<file path="config.mk">
export PLATFORM = sky130hd
export DESIGN_NAME = aouc_top
export DESIGN_NICKNAME = d
export VERILOG_FILES = /design/src/hdl/aouc_pkg.sv /design/src/hdl/aouc_chan_if.sv /design/src/hdl/aouc_top.sv /design/src/hdl/aouc_bank.sv
export SDC_FILE = /design/constraint.sdc
export NUM_CORES = 1
export LEC_CHECK = 0
export ABC_AREA = 0
export BUFFER_PORTS_ARGS = -buffer_cell sky130_fd_sc_hd__buf_2
export CAP_MARGIN = 20
export CORE_UTILIZATION = 45
export DETAILED_ROUTE_END_ITERATION = 8
export GPL_ROUTABILITY_DRIVEN = 1
export PLACE_DENSITY_LB_ADDON = 0.2
export SYNTH_ARGS = -nofsm -noshare
export SYNTH_HDL_FRONTEND = slang
export SYNTH_SLANG_ARGS = --single-unit
</file>
<file path="constraint.sdc">
create_clock -name CLK -period 3.1 [get_ports CLK]
set_clock_uncertainty 0.05 [all_clocks]
set_input_delay 0.465 -clock CLK [delete_from_list [all_inputs] [get_ports CLK]]
set_output_delay 0.465 -clock CLK [all_outputs]
set_load 0.03 [all_outputs]
</file>
<file path="src/hdl/aouc_pkg.sv">
// Purpose : Shared constants and types for the analog output update control
// Assumes : 16-bit word registers indexed by address lines A01..A06
// Notes   : Word index equals the byte offset divided by two
package aouc_pkg;
   // ---------------------------------------------------------------------
   // Geometry
   // ---------------------------------------------------------------------
   localparam int          NUM_CH      = 8;
   localparam int          DAC_W       = 12;
   localparam int          IDX_W       = 6;
   localparam int          BASE_W      = 9;
   // ---------------------------------------------------------------------
   // Register word indexes inside the 128-byte window
   // ---------------------------------------------------------------------
   localparam logic [5:0]  IDX_IDENT   = 6'h00;
   localparam logic [5:0]  IDX_CSR     = 6'h01;
   localparam logic [5:0]  IDX_PTR     = 6'h02;
   localparam logic [5:0]  IDX_ADC     = 6'h03;
   localparam logic [5:0]  IDX_CH0     = 6'h04;
   localparam logic [5:0]  IDX_LAST    = 6'h0B;
   // ---------------------------------------------------------------------
   // Address modifiers and selection modes
   // ---------------------------------------------------------------------
   localparam logic [5:0]  AM_USER     = 6'h29;
   localparam logic [5:0]  AM_SUPER    = 6'h2D;
   localparam logic [1:0]  AMSEL_BOTH  = 2'h0;
   localparam logic [1:0]  AMSEL_SUPER = 2'h1;
   localparam logic [1:0]  AMSEL_USER  = 2'h2;
   // ---------------------------------------------------------------------
   // Trigger byte fields (low byte of the ident word)
   // ---------------------------------------------------------------------
   localparam int          TB_SWTRIG   = 0;
   localparam int          TB_LOADED   = 1;
   localparam int          TB_PINLVL   = 2;
   localparam int          TB_DRVLVL   = 3;
   localparam int          TB_DRVEN    = 4;
   // ---------------------------------------------------------------------
   // Control word fields and status fields
   // ---------------------------------------------------------------------
   localparam int          CW_MODE_LO  = 0;
   localparam int          CW_RISE     = 2;
   localparam int          CW_EXTEN    = 3;
   localparam int          CW_LEDOFF   = 4;
   localparam int          SW_ADCBUSY  = 8;
   localparam int          SW_ADCDONE  = 9;
   localparam logic [7:0]  CTRL_RESET  = 8'h00;
   localparam logic [15:0] ZERO_WORD   = 16'h0000;

   typedef enum logic [1:0] {
      MODE_AUTO  = 2'b00,
      MODE_SOFT  = 2'b01,
      MODE_EXT   = 2'b10,
      MODE_EXTSW = 2'b11
   } aouc_mode_t;

   typedef enum logic [0:0] {
      BUS_IDLE = 1'b0,
      BUS_ACK  = 1'b1
   } aouc_bus_t;
endpackage : aouc_pkg

</file>
<file path="src/hdl/aouc_chan_if.sv">
// Purpose : Carrier between the bus/control logic and the channel bank
// Assumes : Single clock domain
// Notes   : Write strobe and load strobes are one-cycle pulses
interface aouc_chan_if;
   import aouc_pkg::*;
   logic                         wr_en;
   logic [2:0]                   wr_ch;
   logic [DAC_W-1:0]             wr_data;
   logic                         ld_one;
   logic                         ld_all;
   logic [NUM_CH-1:0][DAC_W-1:0] out_val;

   modport ctrl (output wr_en, output wr_ch, output wr_data,
                 output ld_one, output ld_all, input out_val);
   modport bank (input wr_en, input wr_ch, input wr_data,
                 input ld_one, input ld_all, output out_val);
endinterface : aouc_chan_if

</file>
<file path="src/hdl/aouc_top.sv">
// Purpose : Short I/O bus slave and update control for eight output channels
// Assumes : Bus inputs are synchronous to CLK; jumpers are static levels
// Notes   : Twelve words at the bottom of a 128-byte window
//
// Notes on behaviour
// - Window is 64 sixteen-bit words, placed on any 128-byte boundary.
// - Jumper selects supervisory only, nonprivileged only, or both.
// - Bus control signals ignored unless address and modifier both match.
// - On a match perform the access, then drive acknowledge low.
// - Master ends the cycle; acknowledge released when strobes go away.
// - Selected transfer uses D00-D15, low address lines, write, both strobes.
// - Lines A01-A06 put twelve registers at the window bottom.
// - System reset clears every control/status bit.
// - Control and status share an address; write control, read status.
// - Trigger flags read in trigger byte, ADC flags in ADC status byte.
// - Pointer write selects test multiplexer channel from three bits.
// - Write to ADC word starts conversion of the selected channel.
// - First word is read/write; high byte ident, low byte trigger bits.
// - Each channel double buffered; load copies input to output.
// - Four update modes chosen by control word bits.
// - Automatic mode: writing a channel loads that channel.
// - Internal mode: software trigger bit loads all eight together.
// - External modes: chosen pin edge loads all; control bit picks edge.
// - Control word bit enables response to the external trigger.
// - Status bit sets whenever a load occurs; software then writes next.
// - Software can read the current level of the trigger pin.
// - Board can drive the trigger pin to update other boards.
// - Reset zeroes outputs, clears control word, lights the indicator.
// - Output words are 12-bit right-justified, sign-extended to 16.
module aouc_top
   import aouc_pkg::*;
#(
   parameter logic [7:0] BOARD_IDENT = 8'hA5 // Arbitrary identification value
)(
   // Clock and reset
   input  wire logic                   CLK,
   input  wire logic                   SRST,
   // Selection jumpers
   input  wire logic [BASE_W-1:0]      BASE_SEL,
   input  wire logic [1:0]             AM_SEL,
   // Short I/O bus
   input  wire logic [15:1]            VME_A,
   input  wire logic [5:0]             VME_AM,
   input  wire logic                   VME_AS_N,
   input  wire logic                   VME_DS0_N,
   input  wire logic                   VME_DS1_N,
   input  wire logic                   VME_WRITE_N,
   input  wire logic [15:0]            VME_D_I,
   output logic      [15:0]            VME_D_O,
   output logic                        VME_D_OE,
   output logic                        VME_DTACK_OE,
   // External trigger pin
   input  wire logic                   EXT_TRIG_I,
   output logic                        EXT_TRIG_O,
   output logic                        EXT_TRIG_OE,
   // Converters
   output logic [NUM_CH*DAC_W-1:0]     DAC_OUT,
   // Built-in test multiplexer and ADC
   output logic [2:0]                  MUX_SEL,
   output logic                        ADC_START,
   input  wire logic                   ADC_DONE,
   input  wire logic [DAC_W-1:0]       ADC_DATA,
   // Front panel indicator
   output logic                        LED_ON
);
   typedef struct packed {
      aouc_bus_t        bus;
      logic             dtack;
      logic             d_oe;
      logic [15:0]      rdata;
      logic [7:0]       ctrl;
      logic             drv_lvl;
      logic             drv_en;
      logic             loaded;
      logic [2:0]       mux;
      logic             adc_start;
      logic             adc_busy;
      logic             adc_done;
      logic [DAC_W-1:0] adc_res;
      logic             pin_prev;
   } aouc_st_t;

   aouc_st_t    s_reg;
   aouc_st_t    s_next;
   aouc_chan_if chif ();

   aouc_mode_t  mode;
   logic        am_ok;
   logic        hit;
   logic        strobe;
   logic        sel;
   logic        wr;
   logic [5:0]  idx;
   logic        lo_en;
   logic        hi_en;
   logic        ch_hit;
   logic        sw_trig;
   logic        ext_edge;
   logic        ld_all;
   logic        ld_one;
   logic [7:0]  trig_byte;
   logic [15:0] status_word;
   logic [15:0] rd_mux;
   logic [2:0]  ch_rd;

   // -----------------------------------------------------------------------
   // Selection comparator
   // -----------------------------------------------------------------------
   always_comb begin
      case (AM_SEL)
         AMSEL_SUPER: am_ok = (VME_AM == AM_SUPER);
         AMSEL_USER:  am_ok = (VME_AM == AM_USER);
         default:     am_ok = (VME_AM == AM_SUPER) || (VME_AM == AM_USER);
      endcase
   end

   // Window base on A15..A07, so any 128-byte boundary works
   assign hit    = !VME_AS_N && (VME_A[15:7] == BASE_SEL) && am_ok;
   assign strobe = !VME_DS0_N || !VME_DS1_N;
   // Nothing on the bus is looked at unless hit is true
   assign sel    = hit && strobe && (s_reg.bus == BUS_IDLE);
   assign wr     = !VME_WRITE_N;
   assign idx    = VME_A[6:1];
   assign lo_en  = !VME_DS0_N;
   assign hi_en  = !VME_DS1_N;
   assign ch_hit = (idx >= IDX_CH0) && (idx <= IDX_LAST);
   assign mode   = aouc_mode_t'(s_reg.ctrl[CW_MODE_LO +: 2]);

   // -----------------------------------------------------------------------
   // Load sources
   // -----------------------------------------------------------------------
   // Software trigger is a write-one pulse, never stored
   assign sw_trig = sel && wr && lo_en && (idx == IDX_IDENT)
                    && VME_D_I[TB_SWTRIG];
   // Pin edge, polarity chosen by the control word; gated by enable
   assign ext_edge = s_reg.ctrl[CW_EXTEN]
                     && (s_reg.ctrl[CW_RISE] ? (EXT_TRIG_I && !s_reg.pin_prev)
                                             : (!EXT_TRIG_I && s_reg.pin_prev));

   always_comb begin
      ld_all = 1'b0;
      ld_one = 1'b0;
      case (mode)
         MODE_AUTO:  ld_one = sel && wr && ch_hit;
         MODE_SOFT:  ld_all = sw_trig;
         MODE_EXT:   ld_all = ext_edge;
         MODE_EXTSW: ld_all = ext_edge || sw_trig;
         default:    ld_all = 1'b0;
      endcase
   end

   // -----------------------------------------------------------------------
   // Channel bank connection
   // -----------------------------------------------------------------------
   assign chif.wr_en   = sel && wr && ch_hit;
   assign chif.wr_ch   = 3'(idx - IDX_CH0);
   assign chif.wr_data = VME_D_I[DAC_W-1:0];
   assign chif.ld_one  = ld_one;
   assign chif.ld_all  = ld_all;

   aouc_bank u_bank (
      .CLK  (CLK),
      .SRST (SRST),
      .ch   (chif.bank)
   );

   // -----------------------------------------------------------------------
   // Read data selection
   // -----------------------------------------------------------------------
   assign trig_byte = {3'b000, s_reg.drv_en, s_reg.drv_lvl,
                       EXT_TRIG_I, s_reg.loaded, 1'b0};
   assign status_word = {6'b000000, s_reg.adc_done, s_reg.adc_busy,
                         s_reg.ctrl};
   assign ch_rd = 3'(idx - IDX_CH0);

   always_comb begin
      rd_mux = ZERO_WORD;
      if (idx == IDX_IDENT) begin
         rd_mux = {BOARD_IDENT, trig_byte};
      end else if (idx == IDX_CSR) begin
         rd_mux = status_word;
      end else if (idx == IDX_PTR) begin
         rd_mux = {13'h0000, s_reg.mux};
      end else if (idx == IDX_ADC) begin
         rd_mux = {{4{s_reg.adc_res[DAC_W-1]}}, s_reg.adc_res};
      end else if (ch_hit) begin
         // Readback sign-extended from the converter output register
         rd_mux = {{4{chif.out_val[ch_rd][DAC_W-1]}},
                   chif.out_val[ch_rd]};
      end
   end

   // -----------------------------------------------------------------------
   // Next-state logic: bus handshake, registers, ADC status
   // -----------------------------------------------------------------------
   always_comb begin
      s_next           = s_reg;
      s_next.adc_start = 1'b0;
      s_next.pin_prev  = EXT_TRIG_I;
      case (s_reg.bus)
         BUS_IDLE: begin
            if (sel) begin
               // Access is done in this cycle, acknowledge follows
               s_next.bus   = BUS_ACK;
               s_next.dtack = 1'b1;
               s_next.d_oe  = !wr;
               s_next.rdata = wr ? ZERO_WORD : rd_mux;
            end
         end
         BUS_ACK: begin
            // Released only once the master drops both strobes
            if (!strobe) begin
               s_next.bus   = BUS_IDLE;
               s_next.dtack = 1'b0;
               s_next.d_oe  = 1'b0;
            end
         end
         default: begin
            s_next.bus   = BUS_IDLE;
            s_next.dtack = 1'b0;
            s_next.d_oe  = 1'b0;
         end
      endcase

      // Register writes, lane by lane where the lane matters
      if (sel && wr) begin
         if ((idx == IDX_IDENT) && lo_en) begin
            s_next.drv_lvl = VME_D_I[TB_DRVLVL];
            s_next.drv_en  = VME_D_I[TB_DRVEN];
            if (VME_D_I[TB_LOADED]) begin
               s_next.loaded = 1'b0;
            end
         end
         if ((idx == IDX_CSR) && lo_en) begin
            s_next.ctrl = VME_D_I[7:0];
         end
         if ((idx == IDX_PTR) && lo_en) begin
            s_next.mux = VME_D_I[2:0];
         end
         if (idx == IDX_ADC) begin
            s_next.adc_start = 1'b1;
            s_next.adc_busy  = 1'b1;
            s_next.adc_done  = 1'b0;
         end
      end

      // Set wins over the software clear in the same cycle
      if (ld_all || ld_one) begin
         s_next.loaded = 1'b1;
      end
      if (ADC_DONE && s_reg.adc_busy) begin
         s_next.adc_busy = 1'b0;
         s_next.adc_done = 1'b1;
         s_next.adc_res  = ADC_DATA;
      end
   end

   // Synchronous reset clears the whole state, control word included
   always_ff @(posedge CLK) begin
      if (SRST) begin
         s_reg      <= '0;
         s_reg.ctrl <= CTRL_RESET;
      end else begin
         s_reg <= s_next;
      end
   end

   // -----------------------------------------------------------------------
   // Outputs, all from flip-flops
   // -----------------------------------------------------------------------
   assign VME_D_O      = s_reg.rdata;
   assign VME_D_OE     = s_reg.d_oe;
   assign VME_DTACK_OE = s_reg.dtack;
   assign EXT_TRIG_O   = s_reg.drv_lvl;
   assign EXT_TRIG_OE  = s_reg.drv_en;
   assign DAC_OUT      = chif.out_val;
   assign MUX_SEL      = s_reg.mux;
   assign ADC_START    = s_reg.adc_start;
   // Indicator lit until software sets the off bit
   assign LED_ON       = !s_reg.ctrl[CW_LEDOFF];

   // -----------------------------------------------------------------------
   // Assertions and covers
   // -----------------------------------------------------------------------
   AST_NO_ACK_WITHOUT_HIT: assert property (@(posedge CLK) disable iff (SRST)
      $rose(VME_DTACK_OE) |-> $past(hit && strobe))
      else $error("Acknowledge without a selection match");
   AST_ACK_AFTER_SEL: assert property (@(posedge CLK) disable iff (SRST)
      sel |=> VME_DTACK_OE)
      else $error("Selected access not acknowledged");
   AST_ACK_RELEASE: assert property (@(posedge CLK) disable iff (SRST)
      VME_DTACK_OE && !strobe |=> !VME_DTACK_OE)
      else $error("Acknowledge held after strobes released");
   AST_ACK_HOLD: assert property (@(posedge CLK) disable iff (SRST)
      VME_DTACK_OE && strobe |=> VME_DTACK_OE)
      else $error("Acknowledge dropped while strobes active");
   AST_RESET_CLEAR: assert property (@(posedge CLK)
      SRST |=> s_reg.ctrl == CTRL_RESET && LED_ON && DAC_OUT == '0)
      else $error("Reset did not clear state");
   AST_CSR_WRITE: assert property (@(posedge CLK) disable iff (SRST)
      sel && wr && lo_en && idx == IDX_CSR |=> s_reg.ctrl == $past(VME_D_I[7:0]))
      else $error("Control word not written");
   AST_MUX_WRITE: assert property (@(posedge CLK) disable iff (SRST)
      sel && wr && lo_en && idx == IDX_PTR |=> MUX_SEL == $past(VME_D_I[2:0]))
      else $error("Multiplexer channel not taken");
   AST_ADC_START: assert property (@(posedge CLK) disable iff (SRST)
      sel && wr && idx == IDX_ADC |=> ADC_START ##1 !ADC_START)
      else $error("Conversion start not a single pulse");
   AST_LOAD_FLAG: assert property (@(posedge CLK) disable iff (SRST)
      ld_all || ld_one |=> s_reg.loaded)
      else $error("Load status not set");
   AST_AUTO_LOAD: assert property (@(posedge CLK) disable iff (SRST)
      mode == MODE_AUTO && sel && wr && ch_hit
      |=> chif.out_val[$past(ch_rd)] == $past(VME_D_I[DAC_W-1:0]))
      else $error("Automatic mode did not load channel");
   AST_EXT_GATED: assert property (@(posedge CLK) disable iff (SRST)
      !s_reg.ctrl[CW_EXTEN] && mode == MODE_EXT |-> !ld_all)
      else $error("Disabled external trigger caused a load");
   AST_IDENT_READ: assert property (@(posedge CLK) disable iff (SRST)
      sel && !wr && idx == IDX_IDENT |=> VME_D_O[15:8] == BOARD_IDENT)
      else $error("Ident byte wrong");

   COV_SOFT_LOAD: cover property (@(posedge CLK) disable iff (SRST)
      mode == MODE_SOFT && sw_trig);
   COV_EXT_LOAD:  cover property (@(posedge CLK) disable iff (SRST)
      mode == MODE_EXT && ext_edge);
   COV_READ_ACK:  cover property (@(posedge CLK) disable iff (SRST)
      sel && !wr ##1 VME_D_OE ##[1:8] !VME_DTACK_OE);
endmodule : aouc_top

</file>
<file path="src/hdl/aouc_bank.sv">
// Purpose : Double-buffered converter channels
// Assumes : Writes and loads arrive as single-cycle strobes
// Notes   : A write and a load in the same cycle pass the new value through
module aouc_bank
   import aouc_pkg::*;
(
   // Clock and reset
   input  wire logic CLK,
   input  wire logic SRST,
   // Control side
   aouc_chan_if.bank ch
);
   typedef struct packed {
      logic [NUM_CH-1:0][DAC_W-1:0] in_v;
      logic [NUM_CH-1:0][DAC_W-1:0] out_v;
   } aouc_bank_st_t;

   aouc_bank_st_t s_reg;
   aouc_bank_st_t s_next;

   // -----------------------------------------------------------------------
   // Per-channel input and output registers
   // -----------------------------------------------------------------------
   always_comb begin
      s_next = s_reg;
      for (int i = 0; i < NUM_CH; i++) begin
         // Input register only changes on a write to its own channel
         if (ch.wr_en && (ch.wr_ch == 3'(i))) begin
            s_next.in_v[i] = ch.wr_data;
         end
         // Loads copy the (possibly just written) input value
         if (ch.ld_all || (ch.ld_one && (ch.wr_ch == 3'(i)))) begin
            s_next.out_v[i] = s_next.in_v[i];
         end
      end
   end

   // Reset drives every converter to zero
   always_ff @(posedge CLK) begin
      if (SRST) begin
         s_reg <= '0;
      end else begin
         s_reg <= s_next;
      end
   end

   assign ch.out_val = s_reg.out_v;

   AST_HOLD_NO_LOAD: assert property (@(posedge CLK) disable iff (SRST)
      !ch.ld_all && !ch.ld_one |=> s_reg.out_v == $past(s_reg.out_v))
      else $error("Output register changed without a load");
endmodule : aouc_bank

</file>
==> impl_metrics.py <==
metrics = {
    "worst_setup_path": {
        "critPathCaptureType": "flop",
        "worstSetupPathType": "flop to flop",
        "r2r_slack_ps": 760,
        "crit_arrival_ps": 2700,
        "cp-startpoint": "s_reg[48]",
        "r2r-start": "s_reg[48]",
        "start_kind": "flop",
        "cp.required_ps": 3460,
        "reg2reg_depth": 7,
        "r2r-end": "u_bank.ch.out_val[9]",
        "path_max_fanout": 10,
    },
    "cts": {
        "cts.clk_slew.worst_paths_ps": 60,
        "htree_levels": 1,
        "clock_latency_ps": 530,
        "cts_hold_buf": 0,
        "cts.path.max_buffers": 3,
        "cts_resized": 0,
        "post_cts_buffers": 0,
        "cts_tree": "built",
        "root_buffer": "clkbuf_16",
        "clock_sinks": 238,
        "cts_made_buffers": 26,
    },
    "drt": {
        "via_per_inst": 5.17,
        "drcViolationCount": 0,
        "drt-initial-drc-count": 439,
        "ant_nets": 0,
        "first_pass_iters": 4,
        "wl_per_cell_um": 19.0,
        "finalWirelength_um": 28800,
        "vias": 7841,
    },
    "yosys": {
        "synthCells": 1119,
        "ys_seq_area_frac": 0.425,
        "synth_area_um2": 11200,
        "yosys_warnings": 0,
        "synth_edf_count": 0,
        "ys.flop_type": "dfxtp_1",
        "yosysUniqueCellTypes": 53,
        "syn-num-nets": 1189,
        "avgSynthCellArea_um2": 10.0,
        "async_reset_ff_frac": 0,
        "ys_ff_latch": 238,
    },
    "timing": {
        "max_freq_ghz": 0.427,
        "min_period_ps": 2340,
        "drv_slew": 0,
        "fin_tns_setup_ps": 0,
        "rsz0062_at_grt": "no",
        "finalHoldViolCount": 0,
        "setup_viol": 0,
        "tightest_slew_ps": 645,
        "post-route-period-util": 0.755,
        "slew_headroom": 0.570,
    },
    "final_layout": {
        "drive_gt1_frac": 0.287,
        "mostFrequentLayoutCells": "dfxtp_1 (238), buf_2 (183), nor2_1 (127)",
        "fillCellCount": 2300,
        "final_nets": 1246,
        "syn_to_final_growth_pct": 11.3,
        "final_common_cell": "dfxtp_1",
        "antenna_cells": 0,
        "final_cells": 1516,
    },
    "grt": {
        "grt.overflow.total": 0,
        "grt_max_degree": 76,
        "grtUsageTotal": 0.226,
        "grt_pass1_wl_um": 44900,
        "grt_pass1_vias": 7634,
        "antenna_found_initial": 0,
    },
    "place": {
        "place_inst": 1472,
        "io_buffers": 184,
        "dp_hpwl_um": 20000,
        "gp_congestion": 0.851,
    },
    "min_path": {
        "hold_depth": 3,
        "hp-class": "primary input to flop",
        "hold_start": "ADC_DATA[1]",
        "whs_endpoint": "s_reg[2]",
    },
    "floorplanning": {
        "dieArea_um2": 25500,
        "die_w_um": 160,
        "initial_core_util": 0.459,
        "coreArea_um2": 24400,
        "die_h_um": 160,
        "row_count": 57,
        "num_io_pins": 189,
    },
    "pwr": {
        "ir_drop_uv": 348,
        "leakage_nw": 6.06,
        "p_per_area_nw_per_um2": 510,
    },
    "run_status": {
        "status": "finished, final reports clean",
    },
    "flow_run": {
        "maxCapViolCount": 0,
    },
}
-- report_power, final --
part           switching, W  internal (W)
combinational      0.000185     0.0000885
sequential      0.000000272       0.00306
clock               0.00122       0.00180
total               0.00141       0.00495
-- how the worst max path moves through the flow --
stage               slack [ps]                     to
floorplan                  450  u_bank.ch.out_val[50]
global placement           400   u_bank.ch.out_val[8]
detailed placement         370   u_bank.ch.out_val[7]
CTS                        750   u_bank.ch.out_val[7]
global route               650   u_bank.ch.out_val[7]
finish                     760   u_bank.ch.out_val[9]
-- cells by family after synthesis --
logic type / count (synthesis) / synth area share
flip-flops: 238 / 0.425
AND/OR/NAND/NOR: 343 / 0.160
AO/OA/AOI/OAI: 88 / 0.0476
XOR/XNOR: 10 / 0.00782
multiplexers: 234 / 0.245
adder cells (fa/ha/maj): 2 / 0.00223
buffers and inverters: 204 / 0.112
-- worst max-delay path: stages (launching register included) --
cell and delay (ps):
dfxtp_1 320, nor4b_1 210, and4_1 290, nand4_2 210, o21ai_2 430, a21oi_1 160
buf_4 230, mux2_1 320
-- layout make-up --
class	count	area [um2]	area share
flip-flops and latches	238	4760	0.382
clock buffers	37	773	0.0620
multi-input cells	677	5180	0.416
inverters	7	26.3	0.00211
clock inverters	7	60.1	0.00482
well taps	324	405	0.0325
repair buffers	226	1250	0.101
-- cells in the mapped netlist, types with 12 or more instances --
master | number | area share
nor3_1 | 12 | 0.0054
dfxtp_1 | 238 | 0.43
o21ai_0 | 19 | 0.0085
buf_2 | 23 | 0.010
mux4_2 | 24 | 0.048
nor2b_1 | 88 | 0.049
nor2_1 | 127 | 0.043
a21oi_1 | 37 | 0.017
mux2_1 | 46 | 0.046
nor3b_1 | 13 | 0.0087
buf_4 | 120 | 0.080
nand2_1 | 51 | 0.017
mux2i_1 | 125 | 0.11
clkbuf_1 | 49 | 0.016
mux2_2 | 39 | 0.039
-- metrics by stage --
stage	setup WS (ps)	power [W]	utilization	hold WS, ps	cell area (um2)
6_report	759	0.00635	0.511	124	12500
5_1_grt	646	0.00657	0.511	118	12500
4_1_cts	750	0.00642	0.511	110	12500
3_5_place_dp	374	0.00340	0.477	394	11600
3_3_place_gp	401	0.00340	0.477	392	11600
2_1_floorplan	450	0.00329	-	382	11200
-- layer usage --
metal  vias up  global-route usage  wire length [um]
met4         0              0.0581               440
li1       3832                   -                 -
met5         -                   0                 0
met1      3790               0.309             13300
met2       189               0.370             13600
met3        30              0.0356              1450
Power figures use the tool's default switching activity.
